### src/logic/irq_regs.svh
// timing counts, field positions and codes of the interrupt front end
`ifndef IRQ_REGS_SVH
`define IRQ_REGS_SVH

`define IRQ_CLK_MHZ        100
`define IRQ_REQ_N          4
`define IRQ_VEC_W          8
`define IRQ_PRIO_LSB       3
`define IRQ_PRIO_W         5
`define IRQ_CNT_W          8
`define IRQ_RUN_W          16
`define IRQ_SYNC_HOLD      2
`define IRQ_RECOG_CYC      4
`define IRQ_STOP_MIN_CYC   1
`define IRQ_STOP_SIMPLE_CYC 2
`define IRQ_RESP_CYC       6
`define IRQ_BASE_CYC       85
`define IRQ_RET_CYC        78
`define IRQ_RET_PEND_CYC   157
`define IRQ_TWO_CYC        157
`define IRQ_POST_NOM_CYC   60
`define IRQ_FCACHE_CYC     24
`define IRQ_EXTCTL_CYC     18
`define IRQ_NESTED_CYC     14
`define IRQ_ICMISS_CYC     5
`define IRQ_RESUME_THR     16'h0208
`define IRQ_RET_CODE_W     3
`define IRQ_RET_INTR       3'h7

`endif

### src/logic/irq_pkg.sv
// types shared by the interrupt front end
package irq_pkg;
  typedef enum logic [2:0] {
    S_IDLE,
    S_STOP,
    S_ENTRY,
    S_POST,
    S_RET,
    S_RPEND
  } irq_state_t;
endpackage : irq_pkg

### src/logic/irq_pin_qual.sv
// two-stage synchroniser and inactive-then-active qualifier for one request pin
`timescale 1ns/1ns
module irq_pin_qual #(
  parameter int HOLD = 2
) (
  // clock and reset
  input  wire logic ref_clk,
  input  wire logic rstn,
  // pin and event
  input  wire logic pinIn,
  output logic      reqEvent
);
  localparam int CW = $clog2(HOLD + 1);
  localparam logic [CW-1:0] HOLD_C = CW'(HOLD);

  if (HOLD < 1) begin : g_bad
    $error("irq_pin_qual: HOLD must be at least one");
  end

  logic          sync1_ff;
  logic          sync2_ff;
  logic [CW-1:0] lowCnt_ff;
  logic [CW-1:0] highCnt_ff;
  logic          armed_ff;

  always_ff @(posedge ref_clk) begin
    if (!rstn) begin
      sync1_ff <= 1'b0;
      sync2_ff <= 1'b0;
    end else begin
      sync1_ff <= pinIn;
      sync2_ff <= sync1_ff;
    end
  end

  // qualification counts on the synchronised level only
  always_ff @(posedge ref_clk) begin
    if (!rstn) begin
      lowCnt_ff  <= '0;
      highCnt_ff <= '0;
    end else if (sync2_ff) begin
      lowCnt_ff  <= '0;
      highCnt_ff <= (highCnt_ff == HOLD_C) ? highCnt_ff : highCnt_ff + CW'(1);
    end else begin
      highCnt_ff <= '0;
      lowCnt_ff  <= (lowCnt_ff == HOLD_C) ? lowCnt_ff : lowCnt_ff + CW'(1);
    end
  end

  // a held level fires once; re-arm needs a fresh inactive spell
  always_ff @(posedge ref_clk) begin
    if (!rstn) begin
      armed_ff <= 1'b0;
      reqEvent <= 1'b0;
    end else begin
      reqEvent <= 1'b0;
      if (!sync2_ff && lowCnt_ff + CW'(1) >= HOLD_C) begin
        armed_ff <= 1'b1;
      end else if (sync2_ff && armed_ff && highCnt_ff + CW'(1) >= HOLD_C) begin
        armed_ff <= 1'b0;
        reqEvent <= 1'b1;
      end
    end
  end
endmodule : irq_pin_qual

### src/logic/irq_prio_pick.sv
// fixed-priority pick, lowest index wins
`timescale 1ns/1ns
module irq_prio_pick #(
  parameter int N = 4
) (
  // request vector
  input  wire logic [N-1:0]         req,
  // winner
  output logic      [N-1:0]         winOh,
  output logic      [$clog2(N)-1:0] winIdx,
  output logic                      anyReq
);
  logic [N:0] blocked;

  if (N < 2) begin : g_bad
    $error("irq_prio_pick: N must be at least two");
  end

  assign blocked[0] = 1'b0;
  for (genvar i = 0; i < N; i++) begin : g_pick
    assign winOh[i]     = req[i] & ~blocked[i];
    assign blocked[i+1] = blocked[i] | req[i];
  end
  assign anyReq = blocked[N];

  always_comb begin
    winIdx = '0;
    for (int j = N - 1; j >= 0; j--) begin
      if (req[j]) begin
        winIdx = j[$clog2(N)-1:0];
      end
    end
  end
endmodule : irq_prio_pick

### src/logic/irq_capture_and_latency.sv
// interrupt capture register, recognition and entry/return cycle sequencer
`timescale 1ns/1ns
`include "irq_regs.svh"

// Overview of operation
// - every request pin is synchronised independently
// - four-bit capture register, one bit per pin
// - capture keeps latching while recognition disabled
// - accept only at boundaries or simple start; then disable recognition
// - sampling clears capture; lowest set bit picks vector
// - leftover sampled bits ORed back into capture
// - input zero highest priority, three lowest
// - highest-priority arrival captured by end of entry posted before recognition re-enabled
// - recognition four cycles, stop one or two
// - pin to entry start in six clocks
// - base request to handler latency 85 cycles
// - return 78; with pending or second 157
// - pending check on return, priority drop, message
// - posting compares priority, strobes vector to table
// - long-running instruction gets resumption record
// - register frame cache miss adds 24
// - external controller adds 18; nested adds 14
// - handler instruction cache miss adds five
// - self message handled internally, no bus
// - three-bit return code selects interrupt return
// - vector from per-pin byte of control word
module irq_capture_and_latency #(
  parameter int REQ_N   = `IRQ_REQ_N,
  parameter int HOLD    = `IRQ_SYNC_HOLD,
  parameter int CLK_MHZ = `IRQ_CLK_MHZ
) (
  // clock and reset
  input  wire logic                         ref_clk,
  input  wire logic                         rstn,
  // request pins, active high at this boundary
  input  wire logic [REQ_N-1:0]             reqPin,
  // per-pin vector bytes
  input  wire logic [REQ_N*`IRQ_VEC_W-1:0]  vecCtl,
  // execution context
  input  wire logic                         instrBoundary,
  input  wire logic                         simpleStart,
  input  wire logic [`IRQ_RUN_W-1:0]        instrRunCycles,
  input  wire logic [`IRQ_PRIO_W-1:0]       curPriority,
  input  wire logic                         frameCacheMiss,
  input  wire logic                         extCtlMode,
  input  wire logic                         icacheMiss,
  // return and pending triggers
  input  wire logic                         retReq,
  input  wire logic [`IRQ_RET_CODE_W-1:0]   retCode,
  input  wire logic                         modifyProcessControlsLower,
  input  wire logic                         interagentMessageSelf,
  input  wire logic                         pendingExists,
  // status and sequencing
  output logic [REQ_N-1:0]                  capture,
  output logic                              recogEnabled,
  output logic                              entryStart,
  output logic                              handlerStart,
  output logic [`IRQ_VEC_W-1:0]             vectorOut,
  output logic                              resumeSave,
  output logic                              inIntState,
  output logic                              retDone,
  output logic                              pendCheck,
  // posting to the interrupt table
  output logic                              postStrobe,
  output logic [`IRQ_VEC_W-1:0]             postVector,
  output logic                              postBelowCur
);
  localparam int IW = $clog2(REQ_N);
  localparam int CW = `IRQ_CNT_W;
  // cycles between entry start and handler start
  localparam logic [CW-1:0] ENTRY_C  = CW'(`IRQ_BASE_CYC - `IRQ_RESP_CYC);
  localparam logic [CW-1:0] POST_C   = CW'(`IRQ_TWO_CYC - `IRQ_BASE_CYC);
  localparam logic [CW-1:0] RET_C    = CW'(`IRQ_RET_CYC);
  localparam logic [CW-1:0] RPEND_C  = CW'(`IRQ_RET_PEND_CYC - `IRQ_RET_CYC);
  localparam logic [CW-1:0] FCACHE_C = CW'(`IRQ_FCACHE_CYC);
  localparam logic [CW-1:0] EXTCTL_C = CW'(`IRQ_EXTCTL_CYC);
  localparam logic [CW-1:0] NEST_C   = CW'(`IRQ_NESTED_CYC);
  localparam logic [CW-1:0] ICMISS_C = CW'(`IRQ_ICMISS_CYC);
  localparam logic [CW-1:0] STOPS_C  = CW'(`IRQ_STOP_SIMPLE_CYC);
  localparam logic [CW-1:0] STOPM_C  = CW'(`IRQ_STOP_MIN_CYC);
  localparam int LONGEST = `IRQ_BASE_CYC - `IRQ_RESP_CYC + `IRQ_FCACHE_CYC +
                           `IRQ_EXTCTL_CYC + `IRQ_NESTED_CYC + `IRQ_ICMISS_CYC;

  if (REQ_N != `IRQ_REQ_N) begin : g_bad_n
    $error("irq_capture_and_latency: exactly four request pins supported");
  end
  if (HOLD < 1 || HOLD > `IRQ_SYNC_HOLD) begin : g_bad_hold
    $error("irq_capture_and_latency: HOLD must be one or two");
  end
  if (CLK_MHZ < 1) begin : g_bad_clk
    $error("irq_capture_and_latency: CLK_MHZ must be positive");
  end
  // priority field must sit inside a vector byte
  if (`IRQ_PRIO_LSB + `IRQ_PRIO_W > `IRQ_VEC_W) begin : g_bad_prio
    $error("irq_capture_and_latency: priority field outside vector byte");
  end
  // a stop phase lasts a cycle at least, simple start no shorter
  if (`IRQ_STOP_MIN_CYC < 1 || `IRQ_STOP_SIMPLE_CYC < `IRQ_STOP_MIN_CYC) begin : g_bad_stop
    $error("irq_capture_and_latency: bad stop phase lengths");
  end
  // extended spans must outlast the spans they extend
  if (`IRQ_BASE_CYC <= `IRQ_RESP_CYC || `IRQ_TWO_CYC <= `IRQ_BASE_CYC ||
      `IRQ_RET_PEND_CYC <= `IRQ_RET_CYC) begin : g_bad_span
    $error("irq_capture_and_latency: extended spans must exceed base spans");
  end
  // padded posting must cover the nominal posting work
  if (`IRQ_TWO_CYC - `IRQ_BASE_CYC < `IRQ_POST_NOM_CYC) begin : g_bad_post
    $error("irq_capture_and_latency: posting span shorter than nominal");
  end
  // the entry span with all extras, and the return span, must fit the down-counter
  if (LONGEST >= (1 << CW) || `IRQ_RET_CYC >= (1 << CW)) begin : g_bad_cnt
    $error("irq_capture_and_latency: span counter too narrow");
  end
  // resume threshold must stay below the run counter's ceiling
  if (`IRQ_RESUME_THR >= (1 << `IRQ_RUN_W) - 1) begin : g_bad_thr
    $error("irq_capture_and_latency: resume threshold out of range");
  end

  irq_pkg::irq_state_t state_ff;
  irq_pkg::irq_state_t nxt_state;

  logic [REQ_N-1:0] newEvent;
  logic [REQ_N-1:0] winOh;
  logic [IW-1:0]    winIdx;
  logic             anyCap;
  logic [CW-1:0]    cnt_ff;
  logic [CW-1:0]    nxt_cnt;
  logic             sampleNow;
  logic             accept;
  logic             cntZero;
  logic             pendTrig;
  logic [CW-1:0]    entryExtra;
  logic [`IRQ_VEC_W-1:0] winVec;

  // one qualifier per pin, each on its own
  for (genvar i = 0; i < REQ_N; i++) begin : g_pin
    irq_pin_qual #(
      .HOLD (HOLD)
    ) u_qual (
      .ref_clk  (ref_clk),
      .rstn     (rstn),
      .pinIn    (reqPin[i]),
      .reqEvent (newEvent[i])
    );
  end

  irq_prio_pick #(
    .N (REQ_N)
  ) u_pick (
    .req    (capture),
    .winOh  (winOh),
    .winIdx (winIdx),
    .anyReq (anyCap)
  );

  assign winVec  = vecCtl[winIdx*`IRQ_VEC_W +: `IRQ_VEC_W];
  assign cntZero = (cnt_ff == '0);

  // recognition: captured bit at a boundary with recognition on
  assign accept = (state_ff == irq_pkg::S_IDLE) && recogEnabled && anyCap &&
                  (instrBoundary || simpleStart);

  // a second sample happens at the end of entry when more are waiting
  assign sampleNow = accept ||
                     ((state_ff == irq_pkg::S_ENTRY) && cntZero && anyCap);

  // self messages stay on chip: a plain level, no bus cycle behind it
  assign pendTrig = (state_ff == irq_pkg::S_IDLE) && !accept &&
                    (modifyProcessControlsLower || interagentMessageSelf);

  // special-case additions to the entry span
  always_comb begin
    entryExtra = '0;
    if (frameCacheMiss) begin
      entryExtra = entryExtra + FCACHE_C;
    end
    if (extCtlMode) begin
      entryExtra = entryExtra + EXTCTL_C;
    end
    if (inIntState) begin
      entryExtra = entryExtra + NEST_C;
    end
    if (icacheMiss) begin
      entryExtra = entryExtra + ICMISS_C;
    end
  end

  // capture register: new arrivals always win, sample clears the winner only
  // a pin event landing in the sampling cycle must never be lost
  always_ff @(posedge ref_clk) begin
    if (!rstn) begin
      capture <= '0;
    end else if (sampleNow) begin
      capture <= newEvent | (capture & ~winOh);
    end else begin
      capture <= capture | newEvent;
    end
  end

  // sequencer
  always_comb begin
    nxt_state = state_ff;
    nxt_cnt   = cntZero ? cnt_ff : cnt_ff - CW'(1);
    unique case (state_ff)
      irq_pkg::S_IDLE: begin
        if (accept) begin
          nxt_state = irq_pkg::S_STOP;
          nxt_cnt   = (simpleStart ? STOPS_C : STOPM_C) - CW'(1);
        end else if (pendTrig && pendingExists) begin
          nxt_state = irq_pkg::S_ENTRY;
          nxt_cnt   = ENTRY_C + entryExtra - CW'(1);
        end else if (retReq && retCode == `IRQ_RET_INTR) begin
          nxt_state = irq_pkg::S_RET;
          nxt_cnt   = RET_C - CW'(1);
        end
      end
      irq_pkg::S_STOP: begin
        if (cntZero) begin
          nxt_state = irq_pkg::S_ENTRY;
          nxt_cnt   = ENTRY_C + entryExtra - CW'(1);
        end
      end
      irq_pkg::S_ENTRY: begin
        if (cntZero) begin
          nxt_state = anyCap ? irq_pkg::S_POST : irq_pkg::S_IDLE;
          nxt_cnt   = POST_C - CW'(1);
        end
      end
      irq_pkg::S_POST: begin
        if (cntZero) begin
          nxt_state = irq_pkg::S_IDLE;
        end
      end
      irq_pkg::S_RET: begin
        if (cntZero) begin
          nxt_state = pendingExists ? irq_pkg::S_RPEND : irq_pkg::S_IDLE;
          nxt_cnt   = RPEND_C - CW'(1);
        end
      end
      irq_pkg::S_RPEND: begin
        if (cntZero) begin
          nxt_state = irq_pkg::S_IDLE;
        end
      end
    endcase
  end

  always_ff @(posedge ref_clk) begin
    if (!rstn) begin
      state_ff <= irq_pkg::S_IDLE;
      cnt_ff   <= '0;
    end else begin
      state_ff <= nxt_state;
      cnt_ff   <= nxt_cnt;
    end
  end

  // recognition enable: off on accept, back on once the handler is called
  always_ff @(posedge ref_clk) begin
    if (!rstn) begin
      recogEnabled <= 1'b1;
    end else if (accept) begin
      recogEnabled <= 1'b0;
    end else if (handlerStart) begin
      recogEnabled <= 1'b1;
    end
  end

  // vector held from the accepted sample
  always_ff @(posedge ref_clk) begin
    if (!rstn) begin
      vectorOut <= '0;
    end else if (accept) begin
      vectorOut <= winVec;
    end
  end

  // resumption record for instructions that ran long
  always_ff @(posedge ref_clk) begin
    if (!rstn) begin
      resumeSave <= 1'b0;
    end else if (accept) begin
      resumeSave <= (instrRunCycles > `IRQ_RESUME_THR);
    end
  end

  // entry and handler strobes; one cycle late so both come from flops
  always_ff @(posedge ref_clk) begin
    if (!rstn) begin
      entryStart   <= 1'b0;
      handlerStart <= 1'b0;
    end else begin
      entryStart   <= (state_ff == irq_pkg::S_STOP) && cntZero;
      handlerStart <= ((state_ff == irq_pkg::S_ENTRY) && cntZero && !anyCap) ||
                      ((state_ff == irq_pkg::S_POST) && cntZero);
    end
  end

  // interrupted-state flag
  always_ff @(posedge ref_clk) begin
    if (!rstn) begin
      inIntState <= 1'b0;
    end else if (handlerStart) begin
      inIntState <= 1'b1;
    end else if (retDone) begin
      inIntState <= 1'b0;
    end
  end

  // return completion and pending checks
  always_ff @(posedge ref_clk) begin
    if (!rstn) begin
      retDone   <= 1'b0;
      pendCheck <= 1'b0;
    end else begin
      retDone   <= ((state_ff == irq_pkg::S_RET) && cntZero && !pendingExists) ||
                   ((state_ff == irq_pkg::S_RPEND) && cntZero);
      pendCheck <= ((state_ff == irq_pkg::S_RET) && cntZero) || pendTrig;
    end
  end

  // posting the second request to the table
  always_ff @(posedge ref_clk) begin
    if (!rstn) begin
      postStrobe   <= 1'b0;
      postVector   <= '0;
      postBelowCur <= 1'b0;
    end else begin
      postStrobe <= 1'b0;
      if ((state_ff == irq_pkg::S_ENTRY) && cntZero && anyCap) begin
        postStrobe   <= 1'b1;
        postVector   <= winVec;
        postBelowCur <= (winVec[`IRQ_PRIO_LSB +: `IRQ_PRIO_W] <= curPriority);
      end
    end
  end
endmodule : irq_capture_and_latency

### config.mk
export PLATFORM = sky130hd
export DESIGN_NAME = irq_capture_and_latency
export DESIGN_NICKNAME = d
export VERILOG_FILES = /design/src/logic/irq_pkg.sv /design/src/logic/irq_pin_qual.sv /design/src/logic/irq_prio_pick.sv /design/src/logic/irq_capture_and_latency.sv
export VERILOG_INCLUDE_DIRS = /design/src /design/src/logic
export SDC_FILE = /design/constraint.sdc
export NUM_CORES = 1
export LEC_CHECK = 0
export ABC_AREA = 1
export BUFFER_PORTS_ARGS = -buffer_cell sky130_fd_sc_hd__buf_2
export CORE_ASPECT_RATIO = 1.25
export CORE_UTILIZATION = 60
export CTS_BUF_LIST = sky130_fd_sc_hd__clkbuf_4 sky130_fd_sc_hd__clkbuf_8
export DETAILED_ROUTE_END_ITERATION = 12
export HOLD_SLACK_MARGIN = 0.12
export PLACE_DENSITY = 0.87
export SYNTH_ARGS = -nofsm -noshare
export SYNTH_HDL_FRONTEND = slang
export SYNTH_SLANG_ARGS = --single-unit
export TNS_END_PERCENT = 100
### constraint.sdc
create_clock -name ref_clk -period 3.51 [get_ports ref_clk]
set_clock_uncertainty 0.05 [all_clocks]
set_input_delay 0.1755 -clock ref_clk [delete_from_list [all_inputs] [get_ports ref_clk]]
set_output_delay 0.1755 -clock ref_clk [all_outputs]
set_load 0.005 [all_outputs]
==> metrics.yaml, run 1 <==
hpwl_um: 7659
critPathArrivalTime_ps: 2920
yosys_warnings: 0
peakVddDrop_mv: 0.3657
r2r_setup_slack_ps: 820
grt_pass1_wl_um: 16280
ctsRootBufferMaster: "clkbuf_8"
most-common-layout-cells: "nor2_1, buf_2, nand2_1, inv_1, dfxtp_1"
synth_nets: 676
synth.avg_cell_area_um2: 6.956
synthFlopType: "dfxtp_1"
hold_class: "input port to flip-flop"
cts_tree: "built"
worst-setup-path-type: "flip-flop to flip-flop"
die_height_um: 93.92
cts_resized: 0
grtUsageMet1_pct: 30.64
grt_overflow: 0
fp.coreArea_um2: 6565
synth-edff-count: 0
synth-seq-cells: 72
wire_per_inst_um: 12.97
met3_usage_pct: 5.150
max_slew_margin_pct: 43.29
outcome: "complete, no violations"
clk_latency_ps: 360
netlist_area_um2: 4055
wl_um: 10120
h-tree-depth: 3
multiInputGateArea_um2: 2163
power.leakage_nw: 2.566
cap_viol_max_count: 0
initial_core_util_pct: 61.77
via_per_inst: 5.249
worstHoldStart: "simpleStart"
rsz0062_at_grt: "no"
setup_viol: 0
cts_setup_buffers: 0
busiest_layer: "met2"
die_area_um2: 7093
detail_route.iter0.violations: 188
synth_cell_types: 45
cts_sinks: 72
cts.clk_slew.worst_paths_ps: 80
dr.pass1.iters: 5
gp_congestion: 0.8960
clockBufferDepth: 2
track_usage_pct: 30.56
reg2reg_from: "capture[0]$_SDFF_PN0_"
ios: 100
final_hold_viol_count: 0
rr_worst_depth: 11
whs_ps: 159.4
p_per_area_nw_per_um2: 573.2
holdPathEnd: "cnt_ff[0]$_SDFF_PN0_"
whs_path_depth: 5
die_x_um: 75.53
met2_usage_pct: 58.26
post-route-min-period_ps: 2689
endpoint_kind: "flip-flop"
timing.critical_path.fanout_max: 16
rows: 33
layout-drive-gt1-share_pct: 21.79
ant_nets: 0
num_vias: 4094
grt_max_degree: 32
slew_violations: 0
r2r_end: "postBelowCur$_SDFFE_PN0P_"
finalNetCount: 781
async_reset_ff_share_pct: 0
yosysSeqAreaShare_pct: 35.54
worstMarginPinSlew_ps: 847.5
min_period_over_period_pct: 76.61
finalPower_mw: 2.779
syn_inst: 583
cp-start-kind: "flip-flop"
antenna_found_initial: 0
required_ps: 3750
area_growth_syn_to_layout_pct: 19.53
drc: 0
max_freq_mhz: 371.9
fin_setup_tns_ps: 0
portBuffers: 99
cts_inserted_buffers: 9
fin_util_pct: 73.83
fillers: 528
grt_pass1_vias: 3931
regArea_um2: 1441
n_antenna_cell: 0
[critical path, stage by stage (launching register included)]
cell	delay (ps)
dfxtp_1	340
nor2_2	180
inv_1	50
nor2_1	640
o21ai_0	270
o22ai_1	330
ha_1	290
nand2_1	90
inv_1	50
nand3_1	60
o221ai_1	100
a31oi_1	180
[power breakdown]
| group | internal [mW] | switching [mW] |
|---|---|---|
| logic | 0.431 | 0.748 |
| clock network | 0.266 | 0.326 |
| registers | 0.926 | 0.0811 |
| total | 1.62 | 1.16 |
[cells in the mapped netlist, types with 2 or more instances]
master | count | area (um2)
a2111oi_0 | 3 | 26.28
a211oi_1 | 5 | 37.54
a21oi_1 | 29 | 145.1
a31oi_1 | 3 | 18.77
buf_2 | 5 | 25.02
buf_4 | 3 | 22.52
clkbuf_1 | 6 | 22.52
dfxtp_1 | 72 | 1441
ha_1 | 21 | 262.8
inv_1 | 89 | 334.1
inv_2 | 3 | 11.26
inv_4 | 3 | 18.77
nand2_1 | 94 | 352.8
nand3_1 | 23 | 115.1
nand3_4 | 4 | 70.07
nand3b_1 | 4 | 30.03
nand4_1 | 2 | 12.51
nor2_1 | 99 | 371.6
nor2_2 | 4 | 25.02
nor2_4 | 3 | 33.78
nor2_8 | 2 | 40.04
nor3_1 | 4 | 20.02
o211ai_1 | 3 | 22.52
o21ai_0 | 40 | 200.2
o21ai_1 | 20 | 100.1
o22ai_1 | 8 | 50.05
o31ai_1 | 2 | 15.01
or2_1 | 2 | 12.51
or2_2 | 9 | 56.30
xor2_1 | 3 | 26.28
[cell families (layout without fill, tap and decap cells)]
kind of cell    after synthesis  in the layout  synth area share, %
compound gates              119            119                16.42
xor+xnor                      4              4               0.8641
fa+ha+maj                    22             22                6.973
buf+inv                     111            221                11.11
flops                        72             72                35.54
simple gates                255            255                29.10
[layer usage]
metal	vias up	part of all wire [%]
li1	2078	-
met1	1880	39
met2	112	54
met3	24	3.9
met4	0	2.5
met5	-	0
[area by class of cell]
class	count	area share (%)
well taps	87	2.246
repair buffers	109	12.13
clock buffers	10	2.710
multi-input cells	400	44.63
flip-flops and latches	72	29.74
inverters	96	7.615
clock inverters	6	0.9293
[state kept, by name, indices dropped and copies added, names as in the netlist, 3 cells and up]
signal and cells:
g_pin.u_qual.highCnt_ff 8, postVector 8, state_ff 3, g_pin.u_qual.reqEvent 4, g_pin.u_qual.armed_ff 4, capture 4
g_pin.u_qual.sync2_ff 4, vectorOut 8, g_pin.u_qual.sync1_ff 4, cnt_ff 8, g_pin.u_qual.lowCnt_ff 8
[worst max path at each step]
stage,from,end,slack (ps),depth (start not counted)
2_1_floorplan,capture[3]$_SDFF_PN0_,postBelowCur$_SDFFE_PN0P_,1530,13
3_3_place_gp,capture[1]$_SDFF_PN0_,postBelowCur$_SDFFE_PN0P_,1090,13
3_5_place_dp,capture[1]$_SDFF_PN0_,postBelowCur$_SDFFE_PN0P_,880,13
4_1_cts,capture[0]$_SDFF_PN0_,postBelowCur$_SDFFE_PN0P_,840,11
5_1_grt,capture[0]$_SDFF_PN0_,postBelowCur$_SDFFE_PN0P_,500,11
6_report,capture[0]$_SDFF_PN0_,postBelowCur$_SDFFE_PN0P_,820,11
[through the flow]
step | area [um2] | instances | setup slack (ps)
floorplan | 4055 | 583 | 1528
detailed placement | 4601 | 757 | 879.6
global route | 4847 | 780 | 500.9
global placement | 4601 | 757 | 1086
finish | 4847 | 780 | 820.9
CTS | 4847 | 780 | 837.2
[what timing repair did]
item                                    CTS  global route
endpoints found under the setup margin    0             0
hold endpoints to repair                  6             0
hold buffers                              7             0
No activity file was read; power rests on OpenSTA's default activity.
==> inputs of run 2 (changes only) <==
--- a/config.mk
+++ b/config.mk
@@ -9,11 +9,11 @@
 export ABC_AREA = 1
 export BUFFER_PORTS_ARGS = -buffer_cell sky130_fd_sc_hd__buf_2
 export CORE_ASPECT_RATIO = 1.25
-export CORE_UTILIZATION = 60
+export CORE_UTILIZATION = 50
 export CTS_BUF_LIST = sky130_fd_sc_hd__clkbuf_4 sky130_fd_sc_hd__clkbuf_8
 export DETAILED_ROUTE_END_ITERATION = 12
 export HOLD_SLACK_MARGIN = 0.12
-export PLACE_DENSITY = 0.87
+export PLACE_DENSITY = 0.78
 export SYNTH_ARGS = -nofsm -noshare
 export SYNTH_HDL_FRONTEND = slang
 export SYNTH_SLANG_ARGS = --single-unit
==> constraint.sdc (replaced) <==
create_clock -name ref_clk -period 2.3 [get_ports ref_clk]
set_clock_uncertainty 0.05 [all_clocks]
set_input_delay 0.115 -clock ref_clk [delete_from_list [all_inputs] [get_ports ref_clk]]
set_output_delay 0.115 -clock ref_clk [all_outputs]
set_load 0.005 [all_outputs]
==> metrics.yaml, run 2 (synthesized netlist as in run 1, its figures left out) <==
post_dp_cell_area_um2: 4641
die_x_um: 82.55
min_period_over_period_pct: 93.98
setup_viol: 0
worstHoldStart: "vecCtl[17]"
cpMaxStageDelayCell: "dfxtp_1"
p_per_area_nw_per_um2: 905.5
drc: 0
fin_ws_ps: 138.4
finalNetCount: 787
rsz0062_at_grt: "yes"
portBuffers: 99
critPathTopFamily: "simple AND/OR/NAND/NOR gates"
worstMarginPinSlew_ps: 811.1
via_per_inst: 5.232
initial_core_util_pct: 51.74
slowest_delay_ps: 400
fin_area_um2: 4966
fp.coreArea_um2: 7838
grt_pass1_vias: 3843
dr.pass1.iters: 4
slew_violations: 0
num_vias: 4149
max_freq_mhz: 462.6
rows: 36
cts_inserted_buffers: 9
endpoint_kind: "flip-flop"
n_antenna_cell: 0
cap_viol_max_count: 0
clk_latency_ps: 350
track_usage_pct: 25.18
most-common-layout-cells: "nor2_1, buf_2, nand2_1, inv_1, dfxtp_1"
hpwl_um: 7775
worst-setup-path-type: "flip-flop to flip-flop"
final_hold_viol_count: 0
critPathArrivalTime_ps: 2350
cts_tree: "built"
clockBufferDepth: 2
outcome: "complete, no violations"
ios: 100
cts.clk_slew.worst_paths_ps: 80
die_area_um2: 8477
crit_start: "capture[0]$_SDFF_PN0_"
hold_class: "input port to flip-flop"
area_growth_syn_to_layout_pct: 22.46
required_ps: 2490
grt_pass1_wl_um: 16130
antenna_found_initial: 1
ctsRootBufferMaster: "clkbuf_8"
pre_cts_ws_ps: 101.8
reg2reg_from: "capture[0]$_SDFF_PN0_"
cp-start-kind: "flip-flop"
cts_sinks: 72
h-tree-depth: 3
die_height_um: 102.7
layout-drive-gt1-share_pct: 22.35
grt_overflow: 0
gp_congestion: 0.8752
cp.buffers_inverters: 3
wire_per_inst_um: 12.73
timing.critical_path.fanout_max: 16
ant_nets: 0
crit_path_cell_trace: "inv_1 > nand2_1 > inv_2 > or2_2 > o21ai_0 > o22ai_2 > ha_1 > nand2_1 > inv_1 > nand3_1 > o221ai_1 > a31oi_1"
post-route-min-period_ps: 2162
wl_um: 10090
max_slew_margin_pct: 45.86
grt_max_degree: 31
fillers: 713
detail_route.iter0.violations: 209
peakVddDrop_mv: 0.6296
power.leakage_nw: 2.627
==> run 2: layout make-up <==
type	count	area, um2	share of cell area (%)
inverter	96	369.1	7.433
clock inverter	4	76.32	1.537
tap	95	118.9	2.394
multi-input combinational	400	2170	43.69
clock buffer	11	151.4	3.049
sequential	72	1443	29.05
timing repair buffer	115	638.1	12.85
==> run 2: worst register-to-register path, stage by stage (launching register included) <==
cell and delay, ps:
dfxtp_1 400, inv_1 90, nand2_1 110, inv_2 120
or2_2 290, o21ai_0 90, o22ai_2 110, ha_1 300
nand2_1 80, inv_1 80, nand3_1 60, o221ai_1 160
a31oi_1 110
==> run 2: routing by layer <==
| metal | track usage, % | wire length (um) | up-vias |
|---|---|---|---|
| li1 | - | - | 2092 |
| met1 | 24.90 | 3836 | 1905 |
| met2 | 47.93 | 5435 | 123 |
| met3 | 6.018 | 521 | 29 |
| met4 | 12.47 | 300 | 0 |
| met5 | 0 | 0 | - |
==> run 2: what timing repair did <==
item | 4_1_cts | 5_1_grt
buffers inserted | 0 | 0
resized for setup | 0 | 3
endpoints found under the hold margin | 7 | 0
hold buffers | 9 | 0
setup endpoints to repair | 0 | 3
==> run 2: final timing paths <==
path	end	slack, ps	depth (start not counted)
setup reg to reg	postBelowCur$_SDFFE_PN0P_	140	12
setup / recovery	postBelowCur$_SDFFE_PN0P_	140	12
hold reg to reg	g_pin[0].u_qual.sync2_ff$_SDFF_PN0_	370	2
hold / removal	postVector[1]$_SDFFE_PN0P_	180	5
==> run 2: power by group <==
group	internal, mW	switching, mW	leakage (nW)
clock	0.668	0.474	0.112
sequential	1.41	0.121	0.588
combinational	0.680	1.14	1.93
total	2.76	1.74	2.63
==> run 2: through the flow <==
step / setup TNS (ps) / utilization, % / total power, mW / cells / hold WS [ps]
floorplan: 0 / - / 2.917 / 583 / 162.6
global placement: 0 / 59.21 / 3.281 / 769 / 245.9
detailed placement: 0 / 59.21 / 3.339 / 769 / 250.0
CTS: 0 / 63.27 / 4.495 / 793 / 170.8
global route: -44.95 / 63.36 / 4.841 / 793 / 218.8
finish: 0 / 63.36 / 4.497 / 793 / 176.5
==> inputs of run 3 (changes only) <==
--- a/config.mk
+++ b/config.mk
@@ -8,7 +8,6 @@
 export LEC_CHECK = 0
 export ABC_AREA = 1
 export BUFFER_PORTS_ARGS = -buffer_cell sky130_fd_sc_hd__buf_2
-export CORE_ASPECT_RATIO = 1.25
 export CORE_UTILIZATION = 50
 export CTS_BUF_LIST = sky130_fd_sc_hd__clkbuf_4 sky130_fd_sc_hd__clkbuf_8
 export DETAILED_ROUTE_END_ITERATION = 12
@@ -16,5 +15,6 @@
 export PLACE_DENSITY = 0.78
 export SYNTH_ARGS = -nofsm -noshare
 export SYNTH_HDL_FRONTEND = slang
+export SYNTH_HIERARCHICAL = 1
 export SYNTH_SLANG_ARGS = --single-unit
 export TNS_END_PERCENT = 100
==> metrics.yaml, run 3 <==
max_slew_margin_pct: 70.91
dr.pass1.iters: 4
rows: 32
cpMaxStageDelayCell: "dfxtp_1"
wl_um: 9997
synthFlopType: "dfxtp_1"
critPathArrivalTime_ps: 2380
final_hold_viol_count: 0
worstMarginPinSlew_ps: 436.3
async_reset_ff_share_pct: 0
cts_sinks: 72
h-tree-depth: 3
critPathTopFamily: "compound AO/OA/AOI/OAI gates"
fp.coreArea_um2: 7687
area_growth_syn_to_layout_pct: 25.35
die_height_um: 91.14
track_usage_pct: 24.94
finalNetCount: 818
detail_route.iter0.violations: 233
synthTopCellsByCount: "nand2_1, inv_1, nor2_1, dfxtp_1, o21ai_0"
gp_congestion: 0.8807
worstHoldStart: "vecCtl[0]"
cpMostUsedCell: "a21oi_1"
finalPower_mw: 4.066
synth_nets: 692
yosysMostFrequentCell: "nand2_1"
regArea_um2: 1441
portBuffers: 99
synth-seq-cells: 72
cp.buffers_inverters: 1
outcome: "complete, no violations"
power.leakage_nw: 2.656
grt_max_degree: 33
required_ps: 2530
initial_core_util_pct: 51.68
reg2reg_from: "capture[0]$_SDFF_PN0_"
pre_cts_ws_ps: 130.6
grt_pass1_vias: 3977
synth_top_cells_by_area: "dfxtp_1, nand2_1, inv_1"
cts.clk_slew.worst_paths_ps: 80
hold_class: "input port to flip-flop"
cts_setup_buffers: 0
fin_ws_ps: 148.8
ios: 100
wire_per_inst_um: 12.02
fin_setup_tns_ps: 0
most-common-layout-cells: "nand2_1, buf_2, inv_1, nor2_1, dfxtp_1"
hpwl_um: 7510
synth_top_area_share_pct: 36.28
yosys_warnings: 6
final_common_cell: "nand2_1"
synth_top_area_cell: "dfxtp_1"
synth-edff-count: 0
cap_viol_max_count: 0
netlist_area_um2: 3973
clk_latency_ps: 350
n_antenna_cell: 0
cts_tree: "built"
p_per_area_nw_per_um2: 816.6
ctsRootBufferMaster: "clkbuf_8"
via_per_inst: 5.049
fillers: 726
die_area_um2: 8306
synth_cell_types: 42
grt_pass1_wl_um: 16850
endpoint_kind: "flip-flop"
clockBufferDepth: 2
rsz0062_at_grt: "no"
max_freq_mhz: 464.9
timing.critical_path.fanout_max: 11
layout-drive-gt1-share_pct: 21.37
cts_inserted_buffers: 9
num_vias: 4201
yosysSeqAreaShare_pct: 36.28
slowest_delay_ps: 350
post-route-min-period_ps: 2151
slew_violations: 0
crit_path_cell_trace: "nor2_1 > nand2_1 > nand2_2 > buf_4 > nand2_1 > a32oi_1 > ha_1 > a21oi_1 > o21ai_0 > a21oi_1 > a21oi_1 > a21oi_1"
ant_nets: 0
peakVddDrop_mv: 0.5060
antenna_found_initial: 0
crit_start: "capture[0]$_SDFF_PN0_"
cp-start-kind: "flip-flop"
worst-setup-path-type: "flip-flop to flip-flop"
drc: 0
synth.avg_cell_area_um2: 6.632
min_period_over_period_pct: 93.53
syn_inst: 599
setup_viol: 0
die_x_um: 91.14
multiInputGateArea_um2: 2133
grt_overflow: 0
## run 3: cell count changes after synthesis, sizes merged, moves of 4 or more
cell	before	now
a211oi	5	0
a21boi	0	4
a21oi	29	38
inv	95	99
nand2	96	151
nand3	28	15
nor2	108	91
or2	12	1
## run 3: metal layers
layer,GRT usage [%],vias up,share of wire [%]
met3,5.946,24,5.3
met5,0,-,0
met4,8.862,0,2.0
met1,27.85,1900,43
li1,-,2150,-
met2,45.83,127,50
## run 3: final timing paths
path,slack (ps),cells after the start,to
setup / recovery,150,12,postBelowCur$_SDFFE_PN0P_
hold / removal,140,5,vectorOut[0]$_SDFFE_PN0P_
setup reg to reg,150,12,postBelowCur$_SDFFE_PN0P_
hold reg to reg,370,2,g_pin[2].u_qual/sync2_ff$_SDFF_PN0_
## run 3: cell families after synthesis
kind of cell,after synthesis,synth area share (%)
simple gates,272,28.35
flops,72,36.28
buf+inv,110,10.74
xor+xnor,4,0.8821
fa+ha+maj,22,7.118
compound gates,119,16.63
## run 3: final cells by class
type	instances	share of cell area (%)
tap	102	2.563
clock buffer	10	2.638
sequential	72	28.94
inverter	100	7.538
clock inverter	6	0.8543
timing repair buffer	125	14.62
multi-input combinational	417	42.84
## run 3: power by group
part | switching, mW | total [mW] | internal [mW]
Sequential | 0.0987 | 1.49 | 1.39
Clock | 0.494 | 0.901 | 0.407
Combinational | 1.02 | 1.68 | 0.659
## run 3: per-stage QoR
step	hold WS, ps	cell area, um2	instances	util (%)
detailed placement	251.0	4627	801	60.19
global placement	249.2	4627	801	60.19
global route	170.9	4980	832	64.78
CTS	135.3	4951	832	64.40
floorplan	158.5	3973	599	-
finish	143.6	4980	832	64.78
## run 3: what timing repair did
action                                  in CTS  in global routing
endpoints found under the hold margin        9                  0
resized for setup                            0                  7
hold buffers                                15                  0
endpoints found under the setup margin       0                  2
## run 3: worst min-delay path, stage by stage
cell and delay [ps]:
buf_2 90, nor2_1 70, o22ai_1 80, inv_1 80
a21oi_1 60
